`src/inc/tpc_regs.svh`:
```
`ifndef TPC_REGS_SVH
`define TPC_REGS_SVH

// register byte addresses
`define TPC_ADDR_MODE 8'h00
`define TPC_ADDR_CYCLE 8'h04
`define TPC_ADDR_DUTY 8'h08
`define TPC_ADDR_CARR 8'h0c
`define TPC_ADDR_DIV 8'h10
`define TPC_ADDR_COUNT 8'h14
`define TPC_ADDR_FLAGS 8'h18

// mode register fields
`define TPC_MODE_RUN_BIT 0
`define TPC_MODE_OE_BIT 1
`define TPC_MODE_LEV_BIT 2
`define TPC_MODE_SEL_LSB 4
`define TPC_MODE_SEL_MSB 5

// carrier control register fields
`define TPC_CARR_SLAVE_BIT 0
`define TPC_CARR_MASTER_BIT 1
`define TPC_CARR_REMOTE_BIT 2

// reset values
`define TPC_RST_BYTE 8'h00

// timing, in count clock ticks
`define TPC_DUTY_LOAD_TICKS 2'd3
`define TPC_XFER_TICKS 2'd2

`endif

```
`src/inc/tpc_pkg.sv`:
```
package tpc_pkg;

  typedef enum logic [1:0] {
    TPC_MODE_INTERVAL = 2'h0,
    TPC_MODE_CARRIER = 2'h1,
    TPC_MODE_PWM = 2'h2,
    TPC_MODE_RSVD = 2'h3
  } tpc_mode_e;

  // gray along stop -> mask -> run
  typedef enum logic [1:0] {
    TPC_ST_STOP = 2'h0,
    TPC_ST_MASK = 2'h1,
    TPC_ST_RUN = 2'h3
  } tpc_run_e;

endpackage

```
`src/inc/tpc_car_if.sv`:
```
`timescale 1ns/1ns
`default_nettype none

interface tpc_car_if;
  logic count_tick;
  logic carrier_enable_master;
  logic carrier_enable_slave;
  logic synced_period_pulse;

  modport core (
    output count_tick,
    output carrier_enable_master,
    input carrier_enable_slave,
    input synced_period_pulse
  );

  modport ctl (
    input count_tick,
    input carrier_enable_master,
    output carrier_enable_slave,
    output synced_period_pulse
  );
endinterface

`default_nettype wire

```
`src/hdl/tpc_carrier_ctl.sv`:
```
`timescale 1ns/1ns
`default_nettype none
`include "tpc_regs.svh"

module tpc_carrier_ctl (
  // clock and reset
  input wire logic clk,
  input wire logic rst_n,
  // companion counter period event, asynchronous
  input wire logic companion_period_interrupt,
  // link to the timer core
  tpc_car_if.ctl cif
);

  logic sync_a;
  logic sync_b;
  logic [1:0] xfer_cnt;

  always_ff @(posedge clk or negedge rst_n) begin
    if (!rst_n) begin
      sync_a <= 1'b0;
      sync_b <= 1'b0;
    end else begin
      sync_a <= companion_period_interrupt;
      sync_b <= sync_a;
    end
  end

  // resampled on the count clock so the transfer lines up with counting
  always_ff @(posedge clk or negedge rst_n) begin
    if (!rst_n) begin
      cif.synced_period_pulse <= 1'b0;
    end else if (cif.count_tick) begin
      cif.synced_period_pulse <= sync_b;
    end
  end

  always_ff @(posedge clk or negedge rst_n) begin
    if (!rst_n) begin
      xfer_cnt <= 2'd0;
      cif.carrier_enable_slave <= 1'b0;
    end else if (cif.count_tick) begin
      if (xfer_cnt == `TPC_XFER_TICKS) begin
        cif.carrier_enable_slave <= cif.carrier_enable_master;
        xfer_cnt <= 2'd0;
      end else if (xfer_cnt != 2'd0) begin
        xfer_cnt <= xfer_cnt + 2'd1;
      end
      if (sync_b && !cif.synced_period_pulse) begin
        xfer_cnt <= 2'd1;
      end
    end
  end

endmodule

`default_nettype wire

```
`src/hdl/tpc_timer.sv`:
```
// Function
// - after enable the counter is compared with the cycle value first
// - pwm cycle match: clear counter, interrupt, output active, use duty
// - pwm duty match: output inactive, back to cycle, no clear or irq
// - pwm period is cycle plus one ticks, active width duty plus one
// - first count tick after enable is masked, output stays inactive
// - clearing run forces interrupt and output inactive, except a carrier pin held high by slave 1 and remote 0
// - duty writes while running wait in a buffer for the old match
// - buffered duty loads only after three ticks since the write
// - duty writes accepted at any moment and aligned internally
// - carrier mode only on capable instance: low and high widths
// - carrier match: interrupt, clear, toggle carrier, swap compare
// - pin low if slave 0, high if remote 0, carrier if both 1
// - carrier enable is writable master plus read-only slave bit
// - companion event synced, master copied to slave second tick later
// - carrier appears on the pin while counting in carrier mode with the slave and remote bits both high
// - carrier period low plus high plus two, high width high plus one
//
// Design decisions made here: the plain strobed port and the address map.
`timescale 1ns/1ns
`default_nettype none
`include "tpc_regs.svh"

module tpc_timer #(
  parameter bit CARRIER_CAPABLE = 1'b1
) (
  // clock and reset
  input wire logic clk,
  input wire logic rst_n,
  // register port
  input wire logic [7:0] reg_addr,
  input wire logic [7:0] reg_wdata,
  input wire logic reg_wr,
  input wire logic reg_rd,
  output logic [7:0] reg_rdata,
  // companion counter
  input wire logic companion_period_interrupt,
  // pin and event
  output logic timer_output_pin,
  output logic timer_output_oe,
  output logic timer_match_interrupt
);

  tpc_car_if cif ();

  logic count_run_bit;
  logic out_enable;
  logic output_level_select;
  tpc_pkg::tpc_mode_e mode_sel;
  logic [7:0] cycle_compare_value;
  logic [7:0] duty_compare_value;
  logic [7:0] duty_active;
  logic duty_pending;
  logic [1:0] duty_age;
  logic remote_output_enable;
  logic [7:0] div_limit;
  logic [7:0] div_cnt;
  tpc_pkg::tpc_run_e run_st;
  logic [7:0] counter;
  logic cmp_duty;
  logic carrier_clk;
  logic pwm_active;
  logic next_pin;

  logic counting;
  logic is_pwm;
  logic is_carrier;
  logic [7:0] cmp_val;
  logic match;
  logic duty_wr;

  assign is_pwm = (mode_sel == tpc_pkg::TPC_MODE_PWM);
  assign is_carrier = CARRIER_CAPABLE &&
                      (mode_sel == tpc_pkg::TPC_MODE_CARRIER);
  // run bit gates counting directly so a stop clears the event next clock and the pin the clock after
  assign counting = count_run_bit && (run_st == tpc_pkg::TPC_ST_RUN) &&
                    (is_pwm || is_carrier);
  assign cmp_val = cmp_duty ? duty_active : cycle_compare_value;
  assign match = (counter == cmp_val);
  assign duty_wr = reg_wr && (reg_addr == `TPC_ADDR_DUTY);

  tpc_carrier_ctl u_carrier_ctl (
    .clk(clk),
    .rst_n(rst_n),
    .companion_period_interrupt(companion_period_interrupt),
    .cif(cif.ctl)
  );

  // count clock enable from a divider
  always_ff @(posedge clk or negedge rst_n) begin
    if (!rst_n) begin
      div_cnt <= `TPC_RST_BYTE;
      cif.count_tick <= 1'b0;
    end else if (div_cnt >= div_limit) begin
      div_cnt <= `TPC_RST_BYTE;
      cif.count_tick <= 1'b1;
    end else begin
      div_cnt <= div_cnt + 8'h01;
      cif.count_tick <= 1'b0;
    end
  end

  // mode, cycle, carrier control and divider registers
  always_ff @(posedge clk or negedge rst_n) begin
    if (!rst_n) begin
      count_run_bit <= 1'b0;
      out_enable <= 1'b0;
      output_level_select <= 1'b0;
      mode_sel <= tpc_pkg::TPC_MODE_INTERVAL;
      cycle_compare_value <= `TPC_RST_BYTE;
      remote_output_enable <= 1'b0;
      cif.carrier_enable_master <= 1'b0;
      div_limit <= `TPC_RST_BYTE;
    end else if (reg_wr) begin
      unique case (reg_addr)
        `TPC_ADDR_MODE: begin
          count_run_bit <= reg_wdata[`TPC_MODE_RUN_BIT];
          out_enable <= reg_wdata[`TPC_MODE_OE_BIT];
          output_level_select <= reg_wdata[`TPC_MODE_LEV_BIT];
          mode_sel <= tpc_pkg::tpc_mode_e'(
            reg_wdata[`TPC_MODE_SEL_MSB:`TPC_MODE_SEL_LSB]);
        end
        `TPC_ADDR_CYCLE: begin
          cycle_compare_value <= reg_wdata;
        end
        `TPC_ADDR_CARR: begin
          remote_output_enable <= reg_wdata[`TPC_CARR_REMOTE_BIT];
          // slave bit is read-only, only the master and remote bits take the write
          cif.carrier_enable_master <=
            reg_wdata[`TPC_CARR_MASTER_BIT];
        end
        `TPC_ADDR_DIV: begin
          div_limit <= reg_wdata;
        end
        default: begin
        end
      endcase
    end
  end

  // run sequencing: the first tick after enable only arms the counter
  always_ff @(posedge clk or negedge rst_n) begin
    if (!rst_n) begin
      run_st <= tpc_pkg::TPC_ST_STOP;
    end else if (!count_run_bit) begin
      run_st <= tpc_pkg::TPC_ST_STOP;
    end else begin
      unique case (run_st)
        tpc_pkg::TPC_ST_STOP: begin
          run_st <= tpc_pkg::TPC_ST_MASK;
        end
        tpc_pkg::TPC_ST_MASK: begin
          if (cif.count_tick) begin
            run_st <= tpc_pkg::TPC_ST_RUN;
          end
        end
        tpc_pkg::TPC_ST_RUN: begin
          run_st <= tpc_pkg::TPC_ST_RUN;
        end
        default: begin
          run_st <= tpc_pkg::TPC_ST_STOP;
        end
      endcase
    end
  end

  // duty (or carrier high width) buffer, loaded at the old value's match
  always_ff @(posedge clk or negedge rst_n) begin
    if (!rst_n) begin
      duty_compare_value <= `TPC_RST_BYTE;
      duty_active <= `TPC_RST_BYTE;
      duty_pending <= 1'b0;
      duty_age <= 2'd0;
    end else if (duty_wr) begin
      duty_compare_value <= reg_wdata;
      if (count_run_bit) begin
        duty_pending <= 1'b1;
        duty_age <= 2'd0;
      end else begin
        duty_active <= reg_wdata;
        duty_pending <= 1'b0;
      end
    end else if (counting && cif.count_tick) begin
      if (cmp_duty && match && duty_pending &&
          duty_age == `TPC_DUTY_LOAD_TICKS) begin
        duty_active <= duty_compare_value;
        duty_pending <= 1'b0;
      end else if (duty_age != `TPC_DUTY_LOAD_TICKS) begin
        duty_age <= duty_age + 2'd1;
      end
    end
  end

  // counter, compare selection and waveform state
  always_ff @(posedge clk or negedge rst_n) begin
    if (!rst_n) begin
      counter <= `TPC_RST_BYTE;
      cmp_duty <= 1'b0;
      carrier_clk <= 1'b0;
      pwm_active <= 1'b0;
      timer_match_interrupt <= 1'b0;
    end else if (!counting) begin
      counter <= `TPC_RST_BYTE;
      cmp_duty <= 1'b0;
      carrier_clk <= 1'b0;
      pwm_active <= 1'b0;
      timer_match_interrupt <= 1'b0;
    end else begin
      timer_match_interrupt <= 1'b0;
      if (cif.count_tick) begin
        if (is_carrier) begin
          if (match) begin
            counter <= `TPC_RST_BYTE;
            timer_match_interrupt <= 1'b1;
            carrier_clk <= ~carrier_clk;
            cmp_duty <= ~cmp_duty;
          end else begin
            counter <= counter + 8'h01;
          end
        end else if (match && !cmp_duty) begin
          counter <= `TPC_RST_BYTE;
          timer_match_interrupt <= 1'b1;
          pwm_active <= 1'b1;
          cmp_duty <= 1'b1;
        end else if (match) begin
          counter <= counter + 8'h01;
          pwm_active <= 1'b0;
          cmp_duty <= 1'b0;
        end else begin
          counter <= counter + 8'h01;
        end
      end
    end
  end

  always_comb begin
    if (is_carrier) begin
      if (!cif.carrier_enable_slave) begin
        next_pin = 1'b0;
      end else if (!remote_output_enable) begin
        next_pin = 1'b1;
      end else begin
        next_pin = carrier_clk;
      end
    end else begin
      next_pin = pwm_active ? output_level_select
                            : ~output_level_select;
    end
  end

  // pin and its enable come from flops so glitches never reach the pad
  always_ff @(posedge clk or negedge rst_n) begin
    if (!rst_n) begin
      timer_output_pin <= 1'b0;
      timer_output_oe <= 1'b0;
    end else begin
      timer_output_pin <= next_pin;
      timer_output_oe <= out_enable;
    end
  end

  // read data one cycle after the strobe, zero elsewhere
  always_ff @(posedge clk or negedge rst_n) begin
    if (!rst_n) begin
      reg_rdata <= `TPC_RST_BYTE;
    end else if (reg_rd) begin
      unique case (reg_addr)
        `TPC_ADDR_MODE: begin
          reg_rdata <= {2'b00, mode_sel, 1'b0, output_level_select,
                        out_enable, count_run_bit};
        end
        `TPC_ADDR_CYCLE: begin
          reg_rdata <= cycle_compare_value;
        end
        `TPC_ADDR_DUTY: begin
          reg_rdata <= duty_compare_value;
        end
        `TPC_ADDR_CARR: begin
          reg_rdata <= {5'h00, remote_output_enable,
                        cif.carrier_enable_master, cif.carrier_enable_slave};
        end
        `TPC_ADDR_DIV: begin
          reg_rdata <= div_limit;
        end
        `TPC_ADDR_COUNT: begin
          reg_rdata <= counter;
        end
        `TPC_ADDR_FLAGS: begin
          reg_rdata <= {3'h0, cif.synced_period_pulse, duty_pending,
                        cmp_duty, carrier_clk, pwm_active};
        end
        default: begin
          reg_rdata <= `TPC_RST_BYTE;
        end
      endcase
    end else begin
      reg_rdata <= `TPC_RST_BYTE;
    end
  end

endmodule

`default_nettype wire

```
`config.mk`:
```
export PLATFORM = sky130hd
export DESIGN_NAME = tpc_timer
export DESIGN_NICKNAME = d
export VERILOG_FILES = /design/src/inc/tpc_pkg.sv /design/src/inc/tpc_car_if.sv /design/src/hdl/tpc_carrier_ctl.sv /design/src/hdl/tpc_timer.sv
export VERILOG_INCLUDE_DIRS = /design/src /design/src/inc
export SDC_FILE = /design/constraint.sdc
export NUM_CORES = 1
export LEC_CHECK = 0
export BUFFER_PORTS_ARGS = -buffer_cell sky130_fd_sc_hd__buf_2
export CAP_MARGIN = 10
export CORE_ASPECT_RATIO = 0.6
export CORE_UTILIZATION = 25
export DETAILED_ROUTE_END_ITERATION = 7
export PLACE_DENSITY = 0.49
export RECOVER_POWER = 100
export SLEW_MARGIN = 30
export SYNTH_ARGS = -nofsm -noshare
export SYNTH_HDL_FRONTEND = slang
export SYNTH_SLANG_ARGS = --single-unit
```
`constraint.sdc`:
```
create_clock -name clk -period 3.15 [get_ports clk]
set_clock_uncertainty 0.15 [all_clocks]
set_input_delay 0 -clock clk [delete_from_list [all_inputs] [get_ports clk]]
set_output_delay 0 -clock clk [all_outputs]
set_load 0.02 [all_outputs]
```
==> flow_summary.yaml, run 1 <==
outcome:
  failed_checks: "design-rule violations, negative hold slack, max-capacitance violations, max-slew violations"
  status: "complete, but fails checks"
floorplanning:
  rows: 35
  io_pins: 32
  coreArea_um2: 15550
  die_x_um: 166.0
  start_util_pct: 25.96
  die-area_um2: 16670
  die_h_um: 100.4
min_path:
  hold_path_class: "in -> reg"
  min_path_cells: 3
  min-delay-start: "reg_rd"
logic_synthesis:
  synth_edf_count: 0
  ys_types: 50
  syn_area_um2: 4036
  synth_flop_cell: "dfrtp_1"
  avgSynthCellArea_um2: 11.06
  synth-seq-cells: 81
  syn_inst: 365
  synth_fp_nets: 398
  synthArstFlopShare_pct: 100.0
  synth.yosys.seq_area_share_pct: 50.22
  ys_warn_count: 0
final_layout:
  antenna_cells: 0
  layout-drive-gt1-share_pct: 20.05
  fin_nets: 452
  fin_util_pct: 31.63
  syn_to_final_growth_pct: 21.82
  n_fill_cell: 1573
  final_cell_area_um2: 4917
worst_setup_path:
  startpoint_type: "flop"
  slowest_delay_ns: 0.75
  rr_worst_depth: 6
  worst-path-buf-inv: 0
  arrival_ns: 2.91
  r2r_slack_ns: 0.31
  rr_startpoint: "cmp_duty"
  setup.worst_path.start: "cmp_duty"
  crit_path_max_fanout: 13
  critPathKind: "reg -> reg"
  cp_cell_sequence: "mux2i_1 > xnor2_1 > nor4_1 > and2_0 > a41oi_4 > mux2_2"
  cp.depth: 6
  crit_family: "simple AND/OR/NAND/NOR gates"
  worstPathRequired_ns: 3.22
  endpoint_kind: "flop"
  cp_slowest_cell: "dfrtp_1"
grt:
  track_usage_pct: 13.60
  gr-total-overflow: 0
  grt_max_degree: 75
  grt_pass1_wl_um: 16680
  grt_pass1_vias: 2855
  antenna_found_initial: 0
sta:
  worstMarginPinSlew_ns: 1.940
  slew_viol_final: 75
  fin_ws_ns: 0.3127
  grt_setup_unrepaired: "no"
  slew_headroom_pct: -29.34
  period_minus_slack_ns: 2.837
  finalSetupViolCount: 0
  tns_ns: 0
  clock.fmax_mhz: 352.4
  fin_worst_hold_slack_ns: -0.0007707
  finalCritPeriodShare_pct: 90.07
  hold_viol: 1
place:
  dp_slack_ns: 0.4470
  place_area_um2: 4441
  dpl.hpwl_um: 8101
  io_buffer_count: 31
  gp_congestion: 0.8110
pwr:
  leakage_nw: 2.165
  p_per_area_nw_per_um2: 546.8
  totalPowerFinal_mw: 2.689
  ir_drop_v: 0.0002248
clock_network:
  path_clk_slew_ns: 0.06
  cts_max_level: 3
  clock_path_buffers: 2
  cts_hold_buf: 18
  cts_resized: 0
  clk_latency_ns: 0.34
  cts_setup_buffers: 0
  clkSinkCount: 81
  cts_buffers: 9
  root_buffer: "clkbuf_16"
  cts_tree: "built"
drt:
  num_vias: 3006
  wl_per_cell_um: 17.30
  wl_um: 10850
  drcViolationCount: 4
  firstDrtPassIters: 7
  via_per_inst: 4.794
  ant_nets: 0
  drt-initial-drc-count: 270
run:
  maxCapViolCount: 1
## metrics by stage
stage / cells / hold WS (ns)
2_1_floorplan: 365 / -0.4456
3_3_place_gp: 593 / -0.03297
3_5_place_dp: 593 / -0.03112
4_1_cts: 627 / 0.004811
5_1_grt: 627 / 0.03045
6_report: 627 / -0.0007707
## per-layer routing
layer	part of all wire, %	wire length, um	up-vias	global-route usage, %
met4	0.75	81	0	3.451
met5	0	0	-	0
li1	-	-	1395	-
met2	39	4225	77	17.82
met1	55	5955	1523	21.40
met3	5.4	585	11	3.470
## where the power goes
group | total [mW] | internal (mW) | switching [mW]
clock network | 1.18 | 0.743 | 0.438
logic | 0.322 | 0.142 | 0.180
registers | 1.19 | 1.10 | 0.0818
## kinds of logic (layout without fill, tap and decap cells)
logic type / after synthesis / after routing / share of synthesized area, %
buf+inv: 26 / 85 / 2.790
fa+ha+maj: 12 / 12 / 3.720
simple gates: 128 / 128 / 16.21
xor+xnor: 22 / 22 / 4.774
mux: 56 / 56 / 15.13
flops: 81 / 81 / 50.22
compound gates: 40 / 40 / 7.161
## flip-flops by register name, summed over array words and instances (netlist names), 2 cells and up
register / count
div_cnt: 8
cycle_compare_value: 8
mode_sel: 2
div_limit: 8
duty_active: 8
counter: 8
duty_age: 2
u_carrier_ctl.xfer_cnt: 2
duty_compare_value: 8
run_st: 2
reg_rdata: 8
## cell usage after synthesis, drive strengths merged (8+ instances only)
cell   count  area share, %
xnor2     10            2.2
mux2      40             11
nor2      26            2.5
a21oi      8           0.99
xor2      12            2.6
nand3     16            2.1
dfrtp     81             50
o21ai      8           0.99
ha        12            3.7
inv       12            1.1
mux2i     16            4.0
nand2     43            4.0
## cells in the final DEF (no fill, tap or decap), types with 7 or more instances in the layout
cell type and count:
o21ai_0 8, mux2i_1 16, xnor2_1 10, nand3_1 16, dfrtp_1 81, clkbuf_16 9
nand4_1 7, inv_1 12, xor2_1 12, buf_2 18, nand2_1 43, nor2_1 25
a21oi_1 8, clkbuf_1 16, dlygate4sd3_1 18, mux2_2 40, ha_1 12
## worst min-delay path, cell delays in order
cell,delay (ns)
buf_2,0.09
nand4_1,0.28
a21oi_1,0.07
## area by class of cell
type                       instances  area (um2)  area share [%]
timing repair buffer              57       365.4           7.430
tap                              203       254.0           5.165
clock inverter                     5       86.33           1.756
sequential                        81        2027           41.22
inverter                          12       45.04          0.9160
multi-input combinational        258        1887           38.37
clock buffer                      11       252.7           5.140
## worst paths after layout
path	to
hold / removal	reg_rdata[4]
min in group asynchronous	u_carrier_ctl.sync_a
hold reg to reg	u_carrier_ctl.sync_b
setup reg to reg	duty_active[6]
setup / recovery	duty_active[6]
max in group asynchronous	reg_rdata[5]
Power figures use the tool's default switching activity.
==> run 2, diff against run 1 <==
--- a/config.mk
+++ b/config.mk
@@ -6,9 +6,8 @@
 export SDC_FILE = /design/constraint.sdc
 export NUM_CORES = 1
 export LEC_CHECK = 0
-export BUFFER_PORTS_ARGS = -buffer_cell sky130_fd_sc_hd__buf_2
+export BUFFER_PORTS_ARGS = -buffer_cell sky130_fd_sc_hd__buf_4
 export CAP_MARGIN = 10
-export CORE_ASPECT_RATIO = 0.6
 export CORE_UTILIZATION = 25
 export DETAILED_ROUTE_END_ITERATION = 7
 export PLACE_DENSITY = 0.49
==> run 2 against run 1 <==
  * The run ends with max-capacitance violations, max-slew violations left
  * Clock power shrank 11%
  * Flip-flop and latch count is the same
  * Critical path depth is the same
  * Via count shrank 2.8%
  * Hold slack gained 0.026 ns
  * Cell count grew 1.1%
==> flow_summary.yaml, run 2 (synthesis gave the netlist of run 1 again) <==
outcome:
  status: "complete, but fails checks"
  failed_checks: "max-capacitance violations, max-slew violations"
pwr:
  p_per_area_nw_per_um2: 521.6
  totalPowerFinal_mw: 2.541
  ir_drop_v: 0.0002418
  leakage_nw: 2.134
final_layout:
  final_common_cell: "dfrtp_1"
  n_fill_cell: 1647
  antenna_cells: 0
  fin_nets: 446
  layout-drive-gt1-share_pct: 19.62
  stdcell_count: 634
  syn_to_final_growth_pct: 20.68
  mostFrequentLayoutCells: "81 x dfrtp_1, 43 x nand2_1, 40 x mux2_2"
clock_network:
  clkSinkCount: 81
  cts_max_level: 3
  cts_tree: "built"
  root_buffer: "clkbuf_16"
  clk_latency_ns: 0.35
  path_clk_slew_ns: 0.06
  clock_path_buffers: 2
  cts_buffers: 9
sta:
  period_minus_slack_ns: 2.786
  worstMarginPinSlew_ns: 2.024
  clock.fmax_mhz: 359.0
  finalSetupViolCount: 0
  slew_viol_final: 82
  slew_headroom_pct: -34.93
  grt_setup_unrepaired: "no"
  fin_worst_hold_slack_ns: 0.02548
  hold_viol: 0
  tns_ns: 0
  finalCritPeriodShare_pct: 88.43
grt:
  grt_max_degree: 82
  antenna_found_initial: 0
  use_met3_pct: 3.881
  track_usage_pct: 13.57
  gr-total-overflow: 0
  grt_pass1_vias: 2912
  grt_pass1_wl_um: 16450
  grt_busiest_layer: "met2"
  grt_util_met2_pct: 20.38
  grt_use_met1_pct: 18.64
worst_setup_path:
  critPathKind: "reg -> reg"
  startpoint_type: "flop"
  setup.worst_path.start: "cmp_duty"
  worstPathRequired_ns: 3.23
  endpoint_kind: "flop"
  rr_startpoint: "cmp_duty"
  arrival_ns: 2.87
  crit_path_max_fanout: 13
drt:
  drcViolationCount: 0
  num_vias: 2923
  wl_per_cell_um: 16.43
  wl_um: 10420
  ant_nets: 0
  via_per_inst: 4.610
  firstDrtPassIters: 4
  drt-initial-drc-count: 229
place:
  gp_congestion: 0.8411
  dpl.hpwl_um: 7753
  dp_cells: 603
  io_buffer_count: 31
floorplanning:
  start_util_pct: 25.50
  io_pins: 32
  die_x_um: 129.1
  coreArea_um2: 15830
  rows: 46
  die-area_um2: 16660
  die_h_um: 129.1
min_path:
  hold_path_class: "in -> reg"
  min-delay-start: "reg_wr"
run:
  maxCapViolCount: 1
## run 2: changes by cell type in the layout (fill, tap and decap cells not counted), sizes merged
cell         change
clkinv           +2
dlygate4sd3      -3
clkinvlp         +1
buf              -5
bufinv           -1
## run 2: final cells by class
| class | instances | area [um2] | area share, % |
|---|---|---|---|
| multi-input combinational | 258 | 1876 | 38.51 |
| clock inverter | 7 | 70.07 | 1.438 |
| tap | 216 | 270.3 | 5.548 |
| timing repair buffer | 51 | 357.8 | 7.347 |
| inverter | 12 | 45.04 | 0.9247 |
| sequential | 81 | 2027 | 41.61 |
| clock buffer | 9 | 225.2 | 4.624 |
## run 2: critical path, stage by stage (launching register included)
cell and delay [ns]:
dfrtp_1 0.70, mux2i_1 0.30, xnor2_1 0.09, nor4_1 0.39
and2_1 0.32, a41oi_2 0.31, mux2_2 0.40
## run 2: path summary, 6_finish.rpt
kind	endpoint	slack [ns]	cells after the start
setup / recovery	duty_active[0]	0.36	6
max in group asynchronous	reg_rdata[5]	1.03	2
hold / removal	duty_compare_value[5]	0.03	4
hold reg to reg	u_carrier_ctl.sync_b	0.21	0
setup reg to reg	duty_active[0]	0.36	6
min in group asynchronous	div_cnt[4]	0.60	2
## run 2: per-stage QoR
stage / worst slack (ns) / cell area (um2) / util, %
floorplan: 0.9159 / 4036 / -
global placement: 0.5935 / 4509 / 28.49
detailed placement: 0.5191 / 4513 / 28.51
CTS: 0.4875 / 4959 / 31.33
global route: 0.1467 / 4871 / 30.77
finish: 0.3645 / 4871 / 30.77
## run 2: what timing repair did
item                      in CTS  in global routing
hold buffers                  15                  0
setup buffers                  0                  0
hold endpoints to repair     125                  0
resized for setup              0                  0
## run 2: per-layer routing
layer / wire length [um] / share of wire [%] / up-vias
met4: 180 / 1.7 / 0
met5: 0 / 0 / -
met1: 5030 / 48 / 1471
met3: 429 / 4.1 / 16
li1: - / - / 1382
met2: 4775 / 46 / 54
## run 2: where the power goes
group | switching [mW] | leakage [nW] | internal, mW
combinational | 0.185 | 0.886 | 0.141
sequential | 0.0625 | 1.10 | 1.10
clock | 0.434 | 0.146 | 0.613
==> run 3, diff against run 2 <==
--- a/config.mk
+++ b/config.mk
@@ -6,9 +6,10 @@
 export SDC_FILE = /design/constraint.sdc
 export NUM_CORES = 1
 export LEC_CHECK = 0
-export BUFFER_PORTS_ARGS = -buffer_cell sky130_fd_sc_hd__buf_4
+export BUFFER_PORTS_ARGS = -buffer_cell sky130_fd_sc_hd__buf_2
 export CAP_MARGIN = 10
 export CORE_UTILIZATION = 25
+export CTS_BUF_LIST = sky130_fd_sc_hd__clkbuf_4
 export DETAILED_ROUTE_END_ITERATION = 7
 export PLACE_DENSITY = 0.49
 export RECOVER_POWER = 100
==> run 3 against run 2 <==
  * The flow still finishes with violations (max-capacitance violations, max-slew violations)
  * Worst setup slack worse by 0.029 ns
  * Critical path type unchanged
  * Critical path depth stayed put
  * Wire length down 0.57%
  * Highest routed layer unchanged
  * Largest cell class unchanged
==> flow_summary.yaml, run 3 (synthesis gave the netlist of run 1 again) <==
sta:
  finalCritPeriodShare_pct: 89.34
  grt_setup_unrepaired: "no"
  tns_ns: 0
  worstMarginPinSlew_ns: 1.536
  slew_viol_final: 60
  hold_viol: 0
  clock.fmax_mhz: 355.4
  slew_headroom_pct: -2.391
  period_minus_slack_ns: 2.814
  finalSetupViolCount: 0
clock_network:
  cts_tree: "built"
  clkSinkCount: 81
  cts_resized: 0
  clk_latency_ns: 0.46
  root_buffer: "clkbuf_4"
  clock_path_buffers: 2
  cts_max_level: 3
  cts_buffers: 9
  path_clk_slew_ns: 0.12
pwr:
  leakage_nw: 2.102
  pwr-share-seq_pct: 55.4
  power.share.clock_pct: 28.4
  p_per_area_nw_per_um2: 437.8
  p_comb_share_pct: 16.2
  p_sw_uw: 617.6
  ir_drop_v: 0.0001796
  switching_share_pct: 29.47
  p_int_mw: 1.479
worst_setup_path:
  endpoint_kind: "flop"
  worstPathRequired_ns: 3.34
  arrival_ns: 3.01
  crit_path_max_fanout: 13
  critPathKind: "reg -> reg"
  rr_worst_depth: 6
  startpoint_type: "flop"
final_layout:
  layout-drive-gt1-share_pct: 19.11
  mostFrequentLayoutCells: "81 x dfrtp_1, 43 x nand2_1, 40 x mux2_2"
  final_common_cell: "dfrtp_1"
  syn_to_final_growth_pct: 18.63
  final_cell_area_um2: 4788
  antenna_cells: 0
  fin_nets: 458
min_path:
  min_path_cells: 2
  hold_path_class: "in -> reg"
floorplanning:
  die_x_um: 129.1
  die_h_um: 129.1
  rows: 46
  coreArea_um2: 15830
  start_util_pct: 25.50
  io_pins: 32
  die-area_um2: 16660
grt:
  gr-total-overflow: 0
  track_usage_pct: 13.25
  grt_pass1_wl_um: 16130
  grt_pass1_vias: 2916
  antenna_found_initial: 0
  grt_max_degree: 60
drt:
  wl_um: 10360
  via_per_inst: 4.524
  drt-initial-drc-count: 204
  wl_per_cell_um: 16.06
  drcViolationCount: 0
  firstDrtPassIters: 4
  ant_nets: 0
  num_vias: 2918
place:
  io_buffer_count: 31
  place_area_um2: 4438
  dpl.hpwl_um: 7645
  gp_congestion: 0.8124
outcome:
  status: "complete, but fails checks"
  failed_checks: "max-capacitance violations, max-slew violations"
run:
  maxCapViolCount: 1
==> run 3: changes by cell type in the layout (fill, tap and decap cells not counted), sizes merged <==
cell,change
clkinv,-1
dlygate4sd3,+11
buf,+4
clkbuf,-3
==> run 3: repair_timing <==
action                                  4_1_cts  5_1_grt
endpoints found under the setup margin        0        0
endpoints found under the hold margin       130        0
hold buffers                                 27        0
setup buffers                                 0        0
==> run 3: metrics by stage <==
step | hold slack (ns) | util, % | power [mW] | setup WS, ns | cells
2_1_floorplan | -0.4456 | - | 1.386 | 0.9159 | 365
3_3_place_gp | -0.03569 | 28.02 | 1.500 | 0.5876 | 603
3_5_place_dp | -0.04384 | 28.04 | 1.509 | 0.5245 | 603
4_1_cts | 0.01278 | 30.55 | 2.137 | 0.4585 | 645
5_1_grt | 0.04314 | 30.25 | 2.211 | 0.1684 | 645
6_report | 0.03949 | 30.25 | 2.096 | 0.3359 | 645
==> run 3: layout make-up <==
cell class                      count  area, um2
Fill cell                        1652      11040
Sequential cell                    81       2027
Multi-Input combinational cell    258       1887
Timing Repair Buffer               63      432.9
Tap cell                          216      270.3
Clock buffer                        9      67.56
Clock inverter                      6      58.81
Inverter                           12      45.04
==> run 3: power by group through the flow <==
stage / Clock, mW / Combinational (mW) / Sequential, mW
global route: 0.663 / 0.377 / 1.17
CTS: 0.624 / 0.351 / 1.16
detailed placement: 0 / 0.327 / 1.18
global placement: 0 / 0.320 / 1.18
finish: 0.596 / 0.340 / 1.16
floorplan: 0 / 0.228 / 1.16
==> run 3: worst paths after layout <==
kind / startpoint / endpoint / slack (ns)
min in group asynchronous: rst_n / div_limit[2] / 0.81
max reg2reg: cmp_duty / duty_active[7] / 0.34
max: cmp_duty / duty_active[7] / 0.34
max in group asynchronous: rst_n / cycle_compare_value[0] / 0.75
min reg2reg: u_carrier_ctl.sync_a / u_carrier_ctl.sync_b / 0.23
min: companion_period_interrupt / u_carrier_ctl.sync_a / 0.04
==> run 3: critical path: stages, from the launching register on <==
cell	delay [ns]
dfrtp_1	0.72
mux2i_1	0.28
xnor2_1	0.08
nor4_1	0.41
and2_0	0.42
a41oi_4	0.27
mux2_2	0.37
==> run 3: layer usage <==
layer | global-route usage, % | share of wire, %
met2 | 19.21 | 43
met1 | 18.66 | 51
met5 | 0 | 0
met3 | 3.262 | 3.6
met4 | 5.813 | 2.5
